**config.mk**
```make
export PLATFORM = sky130hd
export DESIGN_NAME = rxfr_framer_top
export DESIGN_NICKNAME = d
export VERILOG_FILES = /design/src/rxfr_framer_top.v /design/src/rxfr_decoder.v
export VERILOG_INCLUDE_DIRS = /design/src
export SDC_FILE = /design/constraint.sdc
export NUM_CORES = 1
export LEC_CHECK = 0
export ABC_AREA = 1
export ABC_CLOCK_PERIOD_IN_PS = 3300
export BUFFER_PORTS_ARGS = -buffer_cell sky130_fd_sc_hd__buf_2
export CAP_MARGIN = 20
export CORE_MARGIN = 5
export CORE_UTILIZATION = 51
export CTS_BUF_LIST = sky130_fd_sc_hd__clkbuf_4
export DETAILED_ROUTE_END_ITERATION = 16
export PLACE_DENSITY_LB_ADDON = 0.3
export SYNTH_ARGS = -nofsm -noshare
export SYNTH_HDL_FRONTEND = slang
export SYNTH_SLANG_ARGS = --single-unit
```
**constraint.sdc**
```tcl
create_clock -name clk -period 3.3 [get_ports clk]
set_input_delay 0 -clock clk [delete_from_list [all_inputs] [get_ports clk]]
set_output_delay 0 -clock clk [all_outputs]
set_load 0.005 [all_outputs]
```
**src/rxfr_defs.vh**
```
// Notes on behaviour
// - Decoder low: raw 10-bit character passes unchanged.
// - Decoder mid: primary special-code table used.
// - Decoder high: alternate special-code table used.
// - Framing follows bonding mode and character type.
// - Reframe low: realign on every framing character when not bonded; bonded falls back to reframe mid.
// - Low-latency realign stretches the character clock.
// - Reframe mid: two matches, same boundary, 50 bits.
// - Reframe high: four adjacent matches, same boundary.
// - Multi-byte framers keep character clock phase.
// - Clock select mid: output follows recovered clock.
// - Reset clears state; deterministic within 16 cycles.
`ifndef RXFR_DEFS_VH
`define RXFR_DEFS_VH
// ----------------------------------------------------------------
// Register map (byte addresses)
// ----------------------------------------------------------------
`define RXFR_ADDR_CTRL    4'h0
`define RXFR_ADDR_STATUS  4'h4
`define RXFR_ADDR_DATA    4'h8
`define RXFR_CTRL_RESET   32'h0000_0014
// ----------------------------------------------------------------
// Control fields
// ----------------------------------------------------------------
`define RXFR_F_DEC        1:0
`define RXFR_F_RFM        3:2
`define RXFR_F_CKSEL      5:4
`define RXFR_B_RATE       6
`define RXFR_B_FULLK      7
`define RXFR_F_BOND       9:8
// ----------------------------------------------------------------
// Three-level encoding and bus answers
// ----------------------------------------------------------------
`define RXFR_LVL_LOW      2'h0
`define RXFR_LVL_MID      2'h1
`define RXFR_LVL_HIGH     2'h2
`define RXFR_BOND_NONE    2'h0
`define RXFR_RESP_OKAY    2'h0
`define RXFR_RESP_SLVERR  2'h2
// ----------------------------------------------------------------
// Character and framing constants
// ----------------------------------------------------------------
`define RXFR_CHAR_W       10
`define RXFR_LAST_PHASE   4'h9
`define RXFR_HALF_PHASE   4'h5
`define RXFR_COMMA_P      7'h1f
`define RXFR_COMMA_N      7'h60
`define RXFR_K285_P       10'h0fa
`define RXFR_K285_N       10'h305
`define RXFR_PAIR_SPAN    6'h32
`define RXFR_ADJ_COUNT    3'h4
`define RXFR_ADJ_SPAN     6'h9
`define RXFR_K28_P        6'h0f
`define RXFR_K28_N        6'h30
`define RXFR_KX7_A        4'h8
`define RXFR_KX7_B        4'h7
`define RXFR_K_LOW        5'h1c
`define RXFR_RST_CYCLES   5'h10
`endif

```
**src/rxfr_framer_top.v**
```verilog
`timescale 1ns/1ns
`default_nettype none
`include "rxfr_defs.vh"
// ----------------------------------------------------------------
// Receive framer and decoder select with AXI4-Lite registers
// ----------------------------------------------------------------
module rxfr_framer_top (
  input  wire        clk,
  input  wire        rst_b,
  input  wire        rx_bit,               // Serial bit, oldest first
  input  wire        rx_bit_valid,         // One bit per strobe
  input  wire        s_axi_awvalid,
  output reg         s_axi_awready,
  input  wire [3:0]  s_axi_awaddr,
  input  wire        s_axi_wvalid,
  output reg         s_axi_wready,
  input  wire [31:0] s_axi_wdata,
  input  wire [3:0]  s_axi_wstrb,
  output reg         s_axi_bvalid,
  input  wire        s_axi_bready,
  output reg  [1:0]  s_axi_bresp,
  input  wire        s_axi_arvalid,
  output reg         s_axi_arready,
  input  wire [3:0]  s_axi_araddr,
  output reg         s_axi_rvalid,
  input  wire        s_axi_rready,
  output reg  [31:0] s_axi_rdata,
  output reg  [1:0]  s_axi_rresp,
  output reg  [9:0]  rx_char_out,          // Output register
  output reg         rx_char_special,      // Special code flag
  output reg         rx_char_valid,        // One-cycle pulse per char
  output reg         receive_clock_output  // Character clock
);
  // ----------------------------------------------------------------
  // Helpers
  // ----------------------------------------------------------------
  // Framing character test on the ten newest bits
  function match_frame;
    input [9:0] w;
    input       fullk;
    begin
      if (fullk)
        match_frame = (w == `RXFR_K285_P) || (w == `RXFR_K285_N);
      else
        match_frame = (w[9:3] == `RXFR_COMMA_P) || (w[9:3] == `RXFR_COMMA_N);
    end
  endfunction

  // Boundary offset from the phase at which a match ended
  function [3:0] phase_to_off;
    input [3:0] ph;
    begin
      phase_to_off = `RXFR_LAST_PHASE - ph;
    end
  endfunction

  // ----------------------------------------------------------------
  // State
  // ----------------------------------------------------------------
  reg  [31:0] ctrl;          // Control register
  reg  [19:0] shreg;         // Two characters of history
  reg  [3:0]  phase;         // Bit position within character
  reg  [3:0]  offset;        // Applied boundary offset
  reg  [3:0]  cand_phase;    // Phase of last candidate match
  reg         cand_seen;     // A candidate is pending
  reg  [5:0]  span;          // Bits since last candidate
  reg  [2:0]  run;           // Adjacent matches on one boundary
  reg  [7:0]  realign_cnt;   // Realignments since reset
  reg         dual_tog;      // Dual-character rate divider
  reg         ref_tog;       // Reference-derived clock
  reg  [4:0]  settle;        // Counts cycles after reset release
  reg         cfg_err;       // Bypass with wrong clock select
  reg         aw_held;
  reg         w_held;
  reg  [3:0]  aw_addr;
  reg  [31:0] w_data;
  reg  [3:0]  w_strb;

  wire [1:0]  dec_mode  = ctrl[`RXFR_F_DEC];
  wire [1:0]  rf_mode   = ctrl[`RXFR_F_RFM];
  wire [1:0]  ck_sel    = ctrl[`RXFR_F_CKSEL];
  wire        bonded    = (ctrl[`RXFR_F_BOND] != `RXFR_BOND_NONE);
  wire [19:0] next_sh   = {shreg[18:0], rx_bit};
  wire        hit       = match_frame(next_sh[9:0], ctrl[`RXFR_B_FULLK]);
  wire [19:0] aligned   = next_sh >> offset;
  wire        char_end  = (phase == `RXFR_LAST_PHASE);
  // Bonded channels cannot stretch their clock, so low-latency
  // falls back to the pair framer there
  wire        low_lat   = (rf_mode == `RXFR_LVL_LOW) && !bonded;
  wire [9:0]  dec_char;
  wire        dec_special;

  // ----------------------------------------------------------------
  // Decoder
  // ----------------------------------------------------------------
  rxfr_decoder u_dec (
    .raw_char            (aligned[9:0]),
    .decoder_mode_select (dec_mode),
    .dec_char            (dec_char),
    .dec_special         (dec_special)
  );

  // ----------------------------------------------------------------
  // Bit phase, framing and output register
  // ----------------------------------------------------------------
  always @(posedge clk or negedge rst_b) begin
    if (!rst_b) begin
      shreg           <= 20'h0;
      phase           <= 4'h0;
      offset          <= 4'h0;
      cand_phase      <= 4'h0;
      cand_seen       <= 1'b0;
      span            <= 6'h0;
      run             <= 3'h0;
      realign_cnt     <= 8'h0;
      rx_char_out     <= 10'h0;
      rx_char_special <= 1'b0;
      rx_char_valid   <= 1'b0;
    end else begin
      rx_char_valid <= 1'b0;
      if (rx_bit_valid) begin
        shreg <= next_sh;
        // Default phase advance and character delivery
        if (char_end) begin
          phase           <= 4'h0;
          rx_char_out     <= dec_char;
          rx_char_special <= dec_special;
          rx_char_valid   <= 1'b1;
        end else begin
          phase <= phase + 4'h1;
        end
        if (span != `RXFR_PAIR_SPAN)
          span <= span + 6'h1;
        if (hit && low_lat) begin
          // Restart the character here: clock is stretched
          phase           <= 4'h0;
          offset          <= 4'h0;
          rx_char_out     <= dec_char;
          rx_char_special <= dec_special;
          rx_char_valid   <= 1'b1;
          realign_cnt     <= realign_cnt + 8'h1;
        end else if (hit && rf_mode == `RXFR_LVL_HIGH) begin
          // Four adjacent characters on one boundary
          if (cand_seen && cand_phase == phase && span == `RXFR_ADJ_SPAN) begin
            if (run == `RXFR_ADJ_COUNT - 3'h1) begin
              offset      <= phase_to_off(phase);
              realign_cnt <= realign_cnt + 8'h1;
              run         <= 3'h0;
              cand_seen   <= 1'b0;
            end else begin
              run <= run + 3'h1;
            end
          end else begin
            run       <= 3'h1;
            cand_seen <= 1'b1;
          end
          cand_phase <= phase;
          span       <= 6'h0;
        end else if (hit) begin
          // Pair on one boundary within the span
          if (cand_seen && cand_phase == phase && span < `RXFR_PAIR_SPAN) begin
            offset      <= phase_to_off(phase);
            realign_cnt <= realign_cnt + 8'h1;
            cand_seen   <= 1'b0;
          end else begin
            cand_seen <= 1'b1;
          end
          cand_phase <= phase;
          span       <= 6'h0;
        end
      end
    end
  end

  // ----------------------------------------------------------------
  // Character clock output
  // ----------------------------------------------------------------
  // Recovered clock comes from the bit phase; reference mode uses
  // a divided system clock since the link clock is not present
  always @(posedge clk or negedge rst_b) begin
    if (!rst_b) begin
      dual_tog             <= 1'b0;
      ref_tog              <= 1'b0;
      receive_clock_output <= 1'b0;
    end else begin
      ref_tog <= ~ref_tog;
      if (rx_bit_valid && char_end)
        dual_tog <= ~dual_tog;
      if (ck_sel == `RXFR_LVL_LOW)
        receive_clock_output <= ref_tog;
      else if (ctrl[`RXFR_B_RATE])
        receive_clock_output <= ~dual_tog;
      else
        receive_clock_output <= (phase < `RXFR_HALF_PHASE);
    end
  end

  // ----------------------------------------------------------------
  // Reset settle counter and configuration check
  // ----------------------------------------------------------------
  always @(posedge clk or negedge rst_b) begin
    if (!rst_b) begin
      settle  <= 5'h0;
      cfg_err <= 1'b0;
    end else begin
      if (settle != `RXFR_RST_CYCLES)
        settle <= settle + 5'h1;
      // The far side must keep the clock select mid in bypass
      cfg_err <= (dec_mode == `RXFR_LVL_LOW) && (ck_sel != `RXFR_LVL_MID);
    end
  end

  // ----------------------------------------------------------------
  // AXI4-Lite write channel
  // ----------------------------------------------------------------
  // Address and data are caught in either order; one response each
  always @(posedge clk or negedge rst_b) begin
    if (!rst_b) begin
      s_axi_awready <= 1'b0;
      s_axi_wready  <= 1'b0;
      s_axi_bvalid  <= 1'b0;
      s_axi_bresp   <= `RXFR_RESP_OKAY;
      aw_held       <= 1'b0;
      w_held        <= 1'b0;
      aw_addr       <= 4'h0;
      w_data        <= 32'h0;
      w_strb        <= 4'h0;
      ctrl          <= `RXFR_CTRL_RESET;
    end else begin
      s_axi_awready <= 1'b0;
      s_axi_wready  <= 1'b0;
      if (s_axi_awvalid && !aw_held && !s_axi_awready && !s_axi_bvalid) begin
        s_axi_awready <= 1'b1;
        aw_held       <= 1'b1;
        aw_addr       <= s_axi_awaddr;
      end
      if (s_axi_wvalid && !w_held && !s_axi_wready && !s_axi_bvalid) begin
        s_axi_wready <= 1'b1;
        w_held       <= 1'b1;
        w_data       <= s_axi_wdata;
        w_strb       <= s_axi_wstrb;
      end
      if (aw_held && w_held && !s_axi_bvalid) begin
        aw_held      <= 1'b0;
        w_held       <= 1'b0;
        s_axi_bvalid <= 1'b1;
        if (aw_addr == `RXFR_ADDR_CTRL) begin
          s_axi_bresp <= `RXFR_RESP_OKAY;
          // Modes are meant to change only while the path is reset; the write is taken whenever it arrives
          if (w_strb[0])
            ctrl[7:0] <= w_data[7:0];
          if (w_strb[1])
            ctrl[9:8] <= w_data[9:8];
        end else if (aw_addr == `RXFR_ADDR_STATUS || aw_addr == `RXFR_ADDR_DATA) begin
          s_axi_bresp <= `RXFR_RESP_OKAY;                  // Read-only, write ignored
        end else begin
          s_axi_bresp <= `RXFR_RESP_SLVERR;
        end
      end else if (s_axi_bvalid && s_axi_bready) begin
        s_axi_bvalid <= 1'b0;
      end
    end
  end

  // ----------------------------------------------------------------
  // AXI4-Lite read channel
  // ----------------------------------------------------------------
  always @(posedge clk or negedge rst_b) begin
    if (!rst_b) begin
      s_axi_arready <= 1'b0;
      s_axi_rvalid  <= 1'b0;
      s_axi_rdata   <= 32'h0;
      s_axi_rresp   <= `RXFR_RESP_OKAY;
    end else begin
      s_axi_arready <= 1'b0;
      if (s_axi_arvalid && !s_axi_arready && !s_axi_rvalid) begin
        s_axi_arready <= 1'b1;
        s_axi_rvalid  <= 1'b1;
        s_axi_rresp   <= `RXFR_RESP_OKAY;
        case (s_axi_araddr)
          `RXFR_ADDR_CTRL: begin
            s_axi_rdata <= {22'h0, ctrl[9:0]};
          end
          `RXFR_ADDR_STATUS: begin
            s_axi_rdata <= {14'h0, cfg_err, (settle == `RXFR_RST_CYCLES),
                            realign_cnt, 4'h0, offset};
          end
          `RXFR_ADDR_DATA: begin
            s_axi_rdata <= {21'h0, rx_char_special, rx_char_out};
          end
          default: begin
            s_axi_rdata <= 32'h0;
            s_axi_rresp <= `RXFR_RESP_SLVERR;
          end
        endcase
      end else if (s_axi_rvalid && s_axi_rready) begin
        s_axi_rvalid <= 1'b0;
      end
    end
  end
endmodule // rxfr_framer_top
`default_nettype wire

```
**src/rxfr_decoder.v**
```verilog
`timescale 1ns/1ns
`default_nettype none
`include "rxfr_defs.vh"
// ----------------------------------------------------------------
// Character decoder: bypass, primary or alternate special table
// ----------------------------------------------------------------
module rxfr_decoder (
  input  wire [9:0] raw_char,
  input  wire [1:0] decoder_mode_select,
  output reg  [9:0] dec_char,
  output reg        dec_special
);
  reg k28;   // abcdei marks a K28 group
  reg kx7;   // fghj marks a Kx.7 group

  // Data bytes keep their 5b/6b order only; special codes are what
  // this block resolves, full data tables sit downstream.
  always @* begin
    k28         = (raw_char[9:4] == `RXFR_K28_P) || (raw_char[9:4] == `RXFR_K28_N);
    kx7         = (raw_char[3:0] == `RXFR_KX7_A) || (raw_char[3:0] == `RXFR_KX7_B);
    dec_char    = raw_char;
    dec_special = 1'b0;
    case (decoder_mode_select)
      `RXFR_LVL_LOW: begin
        dec_char = raw_char;
      end
      `RXFR_LVL_MID: begin
        dec_special = k28;
        dec_char    = k28 ? {2'h0, raw_char[3:1], `RXFR_K_LOW}
                          : {2'h0, raw_char[3:1], raw_char[9:5]};
      end
      `RXFR_LVL_HIGH: begin
        dec_special = k28 | kx7;
        dec_char    = k28 ? {2'h0, raw_char[3:1], `RXFR_K_LOW}
                          : {2'h0, raw_char[3:1], raw_char[9:5]};
      end
      default: begin
        dec_char = raw_char;
      end
    endcase
  end
endmodule // rxfr_decoder
`default_nettype wire

```
==> qor.yml, run 1 <==
groute.layer.met2.usage_pct: 37.2
start_util_pct: 52.2
largest_driver_fanout_on_the_critical_path: 8
top_level_ports: 107
cell_occurring_most_often_along_the_worst_timing_path: "dlygate4sd3_1"
setup_viol: 0
design.core.area_um2: 12700
fmax_ghz: 0.428
power.sequential.fraction_pct: 46.1
path_class: "register to register"
via_count: 5915
ys_top_cells_by_count: "nand2_1 (250), dfrtp_1 (121), nand3_1 (103), inv_1 (98), o21ai_0 (68)"
clock-root-buffer: "clkbuf_4"
ys_async_sr_fraction_pct: 100
post-route-period-util_pct: 70.9
r2r-start: "s_axi_bvalid"
die_area_um2: 15400
max_cap_violations: 0
first_pass_iters: 6
cp_slowest_stage_delay_ns: 0.61
routedWlPerCell_um: 14.4
r2r_cells: 6
drt_drc_violations_left: 0
setup_ws_ns: 0.962
report.final.hold_viol_count: 0
place_worst_setup_slack_ns: 1.17
path_clk_slew_ns: 0.14
setup.worst_path.start_class: "register"
nFillCells: 1141
switching_share_pct: 38.3
postRouteWirelength_um: 16400
worst-slew-pin-transition_ns: 0.919
final_tns_setup_ns: 0
grt_max_degree: 74
grt_util_met1_pct: 28.7
reg2reg_slack_ns: 0.96
power.density_nw_per_um2: 609
cts_inserted_buffers: 17
synth_seq_area_share_pct: 46.4
grt_pass1_vias: 5754
vias_per_cell: 5.18
cell_type_of_the_slowest_stage_on_the_worst_timing_path: "dlygate4sd3_1"
critical_path.reg2reg.endpoint: "aw_addr[2]"
globalplace.congestion: 0.910
globalRouteOverflowTotal: 0
synth_top_cell_area_share_pct: 45.6
post_synth_num_cell_types: 51
timing.critical_path.cells: "nor2_1, and3_1, nand2_1, dlygate4sd3_1, o21ai_0, dlygate4sd3_1"
period_needed_ns: 2.34
mappedNetlistArea_um2: 6650
critPathArrivalTime_ns: 2.87
port_buffers: 66
postSynthRegisterBits: 123
layout.core_utilization_pct: 60.9
die_h_um: 124
detailed_place_hpwl_um: 11000
combinationalPowerShare_pct: 29.3
synth_top_cells_by_area: "dfrtp_1 (46%), nand2_1 (14%), nand3_1 (7.8%)"
area.growth.synth_to_final_pct: 16.6
slew_headroom_pct: 38.7
worst_ep_required_time_ns: 3.83
cts_sinks: 123
p_clk_share_pct: 24.6
cts_tree: "done"
globalRouteMet3Util_pct: 5.59
initial_antenna_violation_count: 1
outcome: "finished, final reports clean"
post_route_cells_drive_above_1_share_pct: 13.6
yosysWarningCount: 0
syn_inst: 855
syn_area_per_cell_um2: 7.77
synthFlopType: "dfrtp_1"
net_count_of_the_finished_layout: 1023
postRouteAntennaNets: 0
worst_setup_ep_type: "register"
internal_power_summed_over_all_cells_w: 0.00291
total_switching_power_w: 0.00181
initial_drt_markers: 571
worst_hold_path_type: "primary input to async pin"
placement_rows: 41
yosys.cell_count.top_type: "nand2_1"
worst_ir_drop_vdd_uv: 451
busiest_layer: "met2"
clock_skew_ns: 0.0272
critPathBufInv: 2
leading_area_contributor_after_synthesis: "dfrtp_1"
clock_path_buffers: 2
path_delay_family: "buffers and inverters"
grt_first_pass_wirelength_um: 27100
die_x_um: 124
clock_insertion_delay_worst_skew_ns: 0.57
p_leak_nw: 3.88
timing_max_transition_violations_final: 0
cts_htree_levels: 4
setup_repair_after_global_routing_missed_its_margin: "false"
synth_edf_count: 0
grt_util_all_layers_pct: 22.5
## worst max path at each step
stage                             from              to  slack [ns]  cells after the start
after global routing      s_axi_bvalid      aw_addr[2]        0.82                      6
after CTS                 s_axi_bvalid      aw_addr[3]        1.12                      6
after detailed placement       span[1]  realign_cnt[2]        1.17                      9
final                     s_axi_bvalid      aw_addr[2]        0.96                      6
after floorplan               phase[2]  realign_cnt[0]        1.62                      7
after global placement         span[1]  realign_cnt[2]        1.20                      9
## cells by family (layout without fill, tap and decap cells)
group,after synthesis,count (layout),share of synthesized area (%)
buffers and inverters,145,244,9.58
other,1,17,0.0564
muxes,2,2,0.339
DFF,123,123,46.4
and+or+nand+nor,432,432,28.2
adders and majority gates,14,14,2.64
xor gates and xnor gates,14,14,1.96
AOI/OAI and AO/OA,124,124,10.8
## per-layer routing
metal / share of wire, % / vias to the layer above
met5: 0 / -
met4: 1.8 / 0
met3: 5.6 / 27
met2: 48 / 159
met1: 44 / 2788
li1: - / 2941
## per-stage QoR
stage / power [W] / hold WS, ns / instance area (µm²) / cells
final: 0.00472 / 0.101 / 7750 / 1142
after detailed placement: 0.00346 / 0.184 / 7050 / 1070
after CTS: 0.00470 / 0.0783 / 7750 / 1141
after global placement: 0.00342 / 0.177 / 7050 / 1070
after global routing: 0.00505 / 0.123 / 7750 / 1142
after floorplan: 0.00303 / -0.296 / 6700 / 870
## cell usage in the layout, fill, tap and decap left out, types with 16 or more instances in the layout
master         count
buf_2             65
nand2_1          250
o21ai_0           68
nor2_1            42
clkbuf_4          17
nand3_1          103
conb_1            16
inv_1             98
dfrtp_1          121
dlygate4sd3_1     39
a21oi_1           20
## layout make-up
type,instances,area (µm²),area share [%]
timing repair buffer,112,788,10.2
clock inverter,15,178,2.29
tap,172,215,2.78
antenna,1,2.50,0.0323
sequential,123,3080,39.7
clock buffer,17,128,1.65
inverter,100,375,4.84
multi-input combinational,602,2980,38.5
## sequential cells by signal, summed over array words and instances (netlist names), 2 cells and up
register and flops:
shreg 19, s_axi_rdata 18, rx_char_out 10, w_data 10
ctrl 8, realign_cnt 8, span 6, settle 5
aw_addr 4, cand_phase 4, offset 4, phase 4
run 3, ck_sel 2, w_strb 2
## power groups by stage
stage                     Combinational (W)  Clock, W  Sequential (W)
final                               0.00138   0.00116         0.00218
after global routing                0.00159   0.00124         0.00222
after CTS                           0.00136   0.00118         0.00216
after detailed placement            0.00127         0         0.00219
after global placement              0.00124         0         0.00218
after floorplan                    0.000909         0         0.00212
## repair_timing
action,in CTS,in global routing
setup buffers,0,0
hold endpoints to repair,139,0
gates resized for setup,0,0
hold buffers,39,0
## worst register-to-register path, stage by stage (launching register included)
cell and delay, ns:
dfrtp_1 0.45, nor2_1 0.11, and3_1 0.31, nand2_1 0.14, dlygate4sd3_1 0.61, o21ai_0 0.08, dlygate4sd3_1 0.57
Power figures use the tool's default switching activity.
==> run 2, diff against run 1 <==
--- a/config.mk
+++ b/config.mk
@@ -7,7 +7,7 @@
 export NUM_CORES = 1
 export LEC_CHECK = 0
 export ABC_AREA = 1
-export ABC_CLOCK_PERIOD_IN_PS = 3300
+export ABC_CLOCK_PERIOD_IN_PS = 1900
 export BUFFER_PORTS_ARGS = -buffer_cell sky130_fd_sc_hd__buf_2
 export CAP_MARGIN = 20
 export CORE_MARGIN = 5
==> constraint.sdc (replaced) <==
create_clock -name clk -period 1.9 [get_ports clk]
set_input_delay 0 -clock clk [delete_from_list [all_inputs] [get_ports clk]]
set_output_delay 0 -clock clk [all_outputs]
set_load 0.005 [all_outputs]
==> run 2 against run 1 <==
Effect of this change: via count rose by 4.9%; die area unchanged; global-route usage is 0.19 points higher; clock-buffer cell count is the same; setup slack got worse by 0.96 ns; critical endpoint is now rx_char_out[2]; largest cell class is now multi-input combinational cells.
==> qor.yml, run 2 (synthesized netlist as in run 1, its figures left out) <==
period_needed_ns: 1.90  # was 2.34 ns
r2r-start: "offset[0]"  # was s_axi_bvalid
worst_ir_drop_vdd_uv: 868  # was 451 µV
initial_drt_markers: 488  # was 571
layout.core_utilization_pct: 65.2  # was 60.9%
drt_drc_violations_left: 0  # unchanged
cts_htree_levels: 4  # unchanged
report.final.hold_viol_count: 0  # unchanged
setup.worst_path.start_class: "register"  # unchanged
placement_rows: 41  # unchanged
cts_sinks: 123  # unchanged
cts_tree: "done"  # unchanged
area.growth.synth_to_final_pct: 24.8  # was 16.6%
clock-root-buffer: "clkbuf_4"  # unchanged
timing.hold.worst_path_depth: 6
grt_max_degree: 36  # was 74
largest_reg_flops: 19  # unchanged
die_x_um: 124  # unchanged
hold_path.startpoint: "s_axi_araddr[3]"
p_leak_nw: 4.16  # was 3.88 nW
top_level_ports: 107  # unchanged
post_route_cells_drive_above_1_share_pct: 21.2  # was 13.6%
power.density_nw_per_um2: 993  # was 609 nW/µm²
globalplace.congestion: 0.916  # was 0.910
port_buffers: 66  # unchanged
grt_util_all_layers_pct: 22.7  # was 22.5%
worst_ep_required_time_ns: 2.32  # was 3.83 ns
max_cap_violations: 0  # unchanged
globalRouteOverflowTotal: 0  # unchanged
fin_worst_hold_slack_ns: 0.139  # was 0.101 ns
fmax_ghz: 0.526  # was 0.428 GHz
via_count: 6203  # was 5,915
first_pass_iters: 5  # was 6
seq_area_um2: 3080  # about the same
post-route-period-util_pct: 100  # was 70.9%
design.core.area_um2: 12700  # unchanged
postRouteAntennaNets: 0  # unchanged
multi_input_area_um2: 3140  # was 2980 µm²
outcome: "finished, final reports clean"  # unchanged
worst_setup_ep_type: "register"  # unchanged
commonest_non_fill_non_tap_cells_in_the_layout: "nand2_1 (236), dfrtp_1 (119), inv_1 (94), nand3_1 (92), o21ai_0 (67)"  # was nand2_1 (250), dfrtp_1 (121), nand3_1 (103), inv_1 (98), o21ai_0 (68)
most_common_library_cell_in_the_layout_ignoring_fill_and_taps: "nand2_1"  # unchanged
clock_skew_ns: 0.0208  # was 0.0272 ns
top_register: "shreg"  # unchanged
setup_viol: 0  # unchanged
worst_hold_path_type: "primary input to register"  # was primary input to async pin
detailed_place_hpwl_um: 11600  # was 11,000 µm
die_area_um2: 15400  # unchanged
nFillCells: 1052  # was 1,141
p_total_w: 0.00823  # was 0.00472 W
groute.layer.met2.usage_pct: 36.4  # was 37.2%
timing.hold.worst_endpoint: "s_axi_rdata[9]"
net_count_of_the_finished_layout: 1071  # was 1,023
vias_per_cell: 5.21  # was 5.18
path_clk_slew_ns: 0.11  # was 0.14 ns
clock_path_buffers: 2  # unchanged
largest_driver_fanout_on_the_critical_path: 5  # was 8
grt_util_met1_pct: 30.2  # was 28.7%
path_class: "register to register"  # unchanged
grt_pass1_vias: 5919  # was 5,754
initial_antenna_violation_count: 1  # unchanged
critical_path.reg2reg.endpoint: "rx_char_out[2]"  # was aw_addr[2]
routedWlPerCell_um: 14.2  # was 14.4 µm
reg2reg_slack_ns: 0.0003  # was 0.96 ns
critPathArrivalTime_ns: 2.32  # was 2.87 ns
globalRouteMet3Util_pct: 5.40  # was 5.59%
postRouteWirelength_um: 16900  # was 16,400 µm
clock_insertion_delay_worst_skew_ns: 0.55  # was 0.57 ns
timing_max_transition_violations_final: 0  # unchanged
busiest_layer: "met2"  # unchanged
cts_inserted_buffers: 17  # unchanged
r2r_cells: 14  # was 6
grt_first_pass_wirelength_um: 27300  # was 27,100 µm
reg_top3: "shreg: 19 flops, s_axi_rdata: 18 flops"  # unchanged
die_h_um: 124  # unchanged
start_util_pct: 52.2  # unchanged
-- run 2: cell count changes in the layout (fill, tap and decap cells not counted), sizes merged --
cell | before | now
bufinv | 2 | 1
buf | 73 | 120
inv | 108 | 104
clkinvlp | 0 | 2
clkinv | 5 | 8
dlygate4sd3 | 39 | 40
-- run 2: per-layer routing --
layer,part of all wire [%],routed length (µm)
met1,45,7640
met2,48,8100
met3,5.0,850
met4,2.0,343
met5,0,0
-- run 2: through the flow --
stage	cell area, µm²	worst slack [ns]	TNS [ns]	std cells
after floorplan	6700	0.215	0	870
after global placement	7310	0.0756	0	1101
after detailed placement	7310	0.0568	0	1101
after CTS	8000	0.0221	0	1174
after global routing	8290	-0.0606	-0.346	1190
final	8290	0.000260	0	1190
-- run 2: worst max path at each step --
stage,from,to,slack [ns]
after floorplan,phase[2],realign_cnt[0],0.22
after global placement,phase[3],realign_cnt[0],0.08
after detailed placement,phase[3],realign_cnt[0],0.06
after CTS,phase[3],offset[1],0.02
after global routing,offset[0],rx_char_out[4],-0.06
final,offset[0],rx_char_out[2],0.0003
-- run 2: where the power goes --
part	leakage, nW	total [W]	internal, W	switching (W)
clock	0.140	0.00174	0.000667	0.00107
sequential	1.58	0.00374	0.00328	0.000466
combinational	2.44	0.00274	0.00115	0.00160
-- run 2: layout make-up --
cell class,count,share of cell area [%]
tap,172,2.60
timing repair buffer,160,14.6
sequential,123,37.2
clock inverter,15,1.68
clock buffer,17,1.54
antenna,1,0.0302
multi-input combinational,602,37.8
inverter,100,4.59
-- run 2: critical path, cell delays in order, from the launching register on --
cell     delay [ns]
dfrtp_1        0.46
buf_4          0.16
buf_4          0.14
nand2_1        0.08
nand3_1        0.13
nand3_2        0.11
nand2_1        0.07
nand2_1        0.08
nand2_2        0.07
inv_2          0.08
nor2_1         0.05
nand3_1        0.12
nand2_1        0.07
nand2_1        0.06
o21ai_0        0.09
-- run 2: timing repair --
item / in CTS / in global routing
setup buffers: 0 / 14
hold buffers: 41 / 0
gates resized for setup: 0 / 54
setup endpoints to repair: 0 / 27
endpoints found under the hold margin: 169 / 0
==> run 3, diff against run 2 <==
--- a/config.mk
+++ b/config.mk
@@ -14,7 +14,7 @@
 export CORE_UTILIZATION = 51
 export CTS_BUF_LIST = sky130_fd_sc_hd__clkbuf_4
 export DETAILED_ROUTE_END_ITERATION = 16
-export PLACE_DENSITY_LB_ADDON = 0.3
+export PLACE_DENSITY = 0.76
 export SYNTH_ARGS = -nofsm -noshare
 export SYNTH_HDL_FRONTEND = slang
 export SYNTH_SLANG_ARGS = --single-unit
==> run 3 against run 2 <==
Effect of this change: the run now ends with setup timing left; setup slack got worse by 0.0059 ns; largest power group unchanged; critical path depth did not move; critical endpoint is now rx_char_out[4]; sequential power barely moved.
==> qor.yml, run 3 (synthesized netlist as in run 1, its figures left out) <==
outcome: "finished with violations"  # was finished, final reports clean
failed_checks: "setup timing"
final_tns_setup_ns: -0.00560  # was 0 ns
setup.worst_path.start_class: "register"  # unchanged
grt_util_all_layers_pct: 22.2  # was 22.7%
cts_inserted_buffers: 17  # unchanged
grt_max_degree: 62  # was 36
cts_sinks: 123  # unchanged
period_needed_ns: 1.91  # was 1.90 ns
clock_path_buffers: 2  # unchanged
critical_path.reg2reg.endpoint: "rx_char_out[4]"  # was rx_char_out[2]
path_class: "register to register"  # unchanged
detailed_place_hpwl_um: 11400  # was 11,600 µm
worst_hold_path_type: "primary input to register"  # unchanged
cts_tree: "done"  # unchanged
worst_ep_required_time_ns: 2.34  # was 2.32 ns
die_area_um2: 15400  # unchanged
report.final.hold_viol_count: 0  # unchanged
globalRouteOverflowTotal: 0  # unchanged
initial_drt_markers: 491  # was 488
largest_reg_flops: 19  # unchanged
worst_setup_path_endpoint: "rx_char_out[4]"  # was rx_char_out[2]
clock_insertion_delay_worst_skew_ns: 0.56  # was 0.55 ns
most_common_library_cell_in_the_layout_ignoring_fill_and_taps: "nand2_1"  # unchanged
reg2reg_slack_ns: -0.006  # was 0.0003 ns
commonest_non_fill_non_tap_cells_in_the_layout: "nand2_1 (228), dfrtp_1 (118), inv_1 (94), nand3_1 (78), o21ai_0 (68)"  # was nand2_1 (236), dfrtp_1 (119), inv_1 (94), nand3_1 (92), o21ai_0 (67)
r2r_cells: 14  # unchanged
critical_path.startpoint: "offset[0]"  # unchanged
initial_antenna_violation_count: 1  # unchanged
highest_layer: "met4"  # unchanged
placed_cell_area_um2: 7260  # was 7310 µm²
design.core.area_um2: 12700  # unchanged
post_route_cells_drive_above_1_share_pct: 22.6  # was 21.2%
clock_skew_ns: 0.0244  # was 0.0208 ns
routedWlPerCell_um: 14.5  # was 14.2 µm
largest_driver_fanout_on_the_critical_path: 5  # unchanged
clock-root-buffer: "clkbuf_4"  # unchanged
setup_ws_ns: -0.00560  # was 0.000260 ns
via_count: 6269  # was 6,203
area.growth.synth_to_final_pct: 27.2  # was 24.8%
globalplace.congestion: 0.933  # was 0.916
postRouteWirelength_um: 17200  # was 16,900 µm
net_count_of_the_finished_layout: 1071  # unchanged
drt_drc_violations_left: 0  # unchanged
grt_pass1_vias: 5767  # was 5,919
cts_htree_levels: 4  # unchanged
start_util_pct: 52.2  # unchanged
vias_per_cell: 5.27  # was 5.21
top_register: "shreg"  # unchanged
reg_top3: "shreg: 19 flops, s_axi_rdata: 18 flops"  # unchanged
die_h_um: 124  # unchanged
fmax_ghz: 0.525  # was 0.526 GHz
post-route-period-util_pct: 100  # about the same
stdcell_area_um2: 8450  # was 8290 µm²
postRouteAntennaNets: 0  # unchanged
path_clk_slew_ns: 0.13  # was 0.11 ns
critPathArrivalTime_ns: 2.35  # was 2.32 ns
met1_length_um: 7380  # was 7640 µm
worst_setup_ep_type: "register"  # unchanged
p_leak_nw: 4.16  # about the same
power.density_nw_per_um2: 979  # was 993 nW/µm²
r2r-start: "offset[0]"  # unchanged
wl_met2_um: 8390  # was 8100 µm
placement_rows: 41  # unchanged
detailroute.wirelength.met3_um: 935  # was 850 µm
layout.core_utilization_pct: 66.4  # was 65.2%
grt_first_pass_wirelength_um: 26900  # was 27,300 µm
worst_ir_drop_vdd_uv: 711  # was 868 µV
first_pass_iters: 5  # unchanged
top_level_ports: 107  # unchanged
setup_repair_after_global_routing_missed_its_margin: "true"
die_x_um: 124  # unchanged
port_buffers: 66  # unchanged
timing_max_transition_violations_final: 0  # unchanged
setup_viol: 1  # was 0
max_cap_violations: 0  # unchanged
==> run 3: cell types whose count changed in the layout (fill, tap and decap cells not counted), moves of 4 or more <==
cell           previous run  this run
nand3_1                  92        78
nand2_2                  14        24
buf_4                    46        37
dlygate4sd3_1            40        48
buf_6                     5         1
nand3_2                  11        26
nand2_1                 236       228
==> run 3: stage by stage <==
stage	power, W	instances	hold WS, ns	setup WS (ns)
after floorplan	0.00527	870	-0.296	0.215
after CTS	0.00812	1174	0.0818	0.0156
after global routing	0.00886	1190	0.107	-0.0889
final	0.00827	1190	0.119	-0.00560
after detailed placement	0.00615	1093	-0.0253	0.0236
after global placement	0.00606	1093	-0.0256	0.0637
==> run 3: area by class of cell <==
cell class | instances | area [µm²]
fillers | 1051 | 4270
multi-input cells | 602 | 3200
flip-flops and latches | 123 | 3080
repair buffers | 160 | 1280
inverters | 100 | 385
well taps | 172 | 215
clock inverters | 15 | 151
clock buffers | 17 | 128
diodes | 1 | 2.50
==> run 3: repair_timing <==
item                                    in CTS  in global routing
gates resized for setup                      0                 68
hold buffers                                49                  0
endpoints found under the setup margin       0                 30
buffers inserted                             0                 11
endpoints found under the hold margin      177                  0
==> run 3: metal layers <==
metal  GRT usage [%]  vias up
met5               0        -
met3            5.18       50
li1                -     3056
met2            36.1      217
met4            8.21        0
met1            29.0     2946
==> run 3: how the worst min path moves through the flow <==
| stage | start | to | slack [ns] | cells past startpoint |
|---|---|---|---|---|
| finish | s_axi_bready | s_axi_bvalid | 0.12 | 3 |
| detailed placement | rst_b | span[4] | -0.03 | 1 |
| global route | s_axi_rready | s_axi_rvalid | 0.11 | 3 |
| CTS | s_axi_bready | s_axi_bvalid | 0.08 | 3 |
| floorplan | rst_b | aw_addr[0] | -0.30 | 0 |
| global placement | rst_b | span[4] | -0.03 | 1 |
==> run 3: where the power goes <==
part | internal [W] | switching, W | total (W)
clock network | 0.000694 | 0.00113 | 0.00183
registers | 0.00328 | 0.000490 | 0.00377
logic | 0.00111 | 0.00157 | 0.00267
total | 0.00508 | 0.00319 | 0.00827
==> run 3: worst max-delay path: stages, from the launching register on <==
cell and delay (ns):
dfrtp_2 0.47, clkinv_4 0.12, clkbuf_16 0.18, nand2_2 0.07
nand3_2 0.08, nand3_1 0.13, nand2_1 0.10, nand2_2 0.09
nand2_1 0.07, nand2_1 0.09, nor2_2 0.05, nand2_2 0.13
nand3_1 0.08, nand2_1 0.06, o21ai_0 0.08
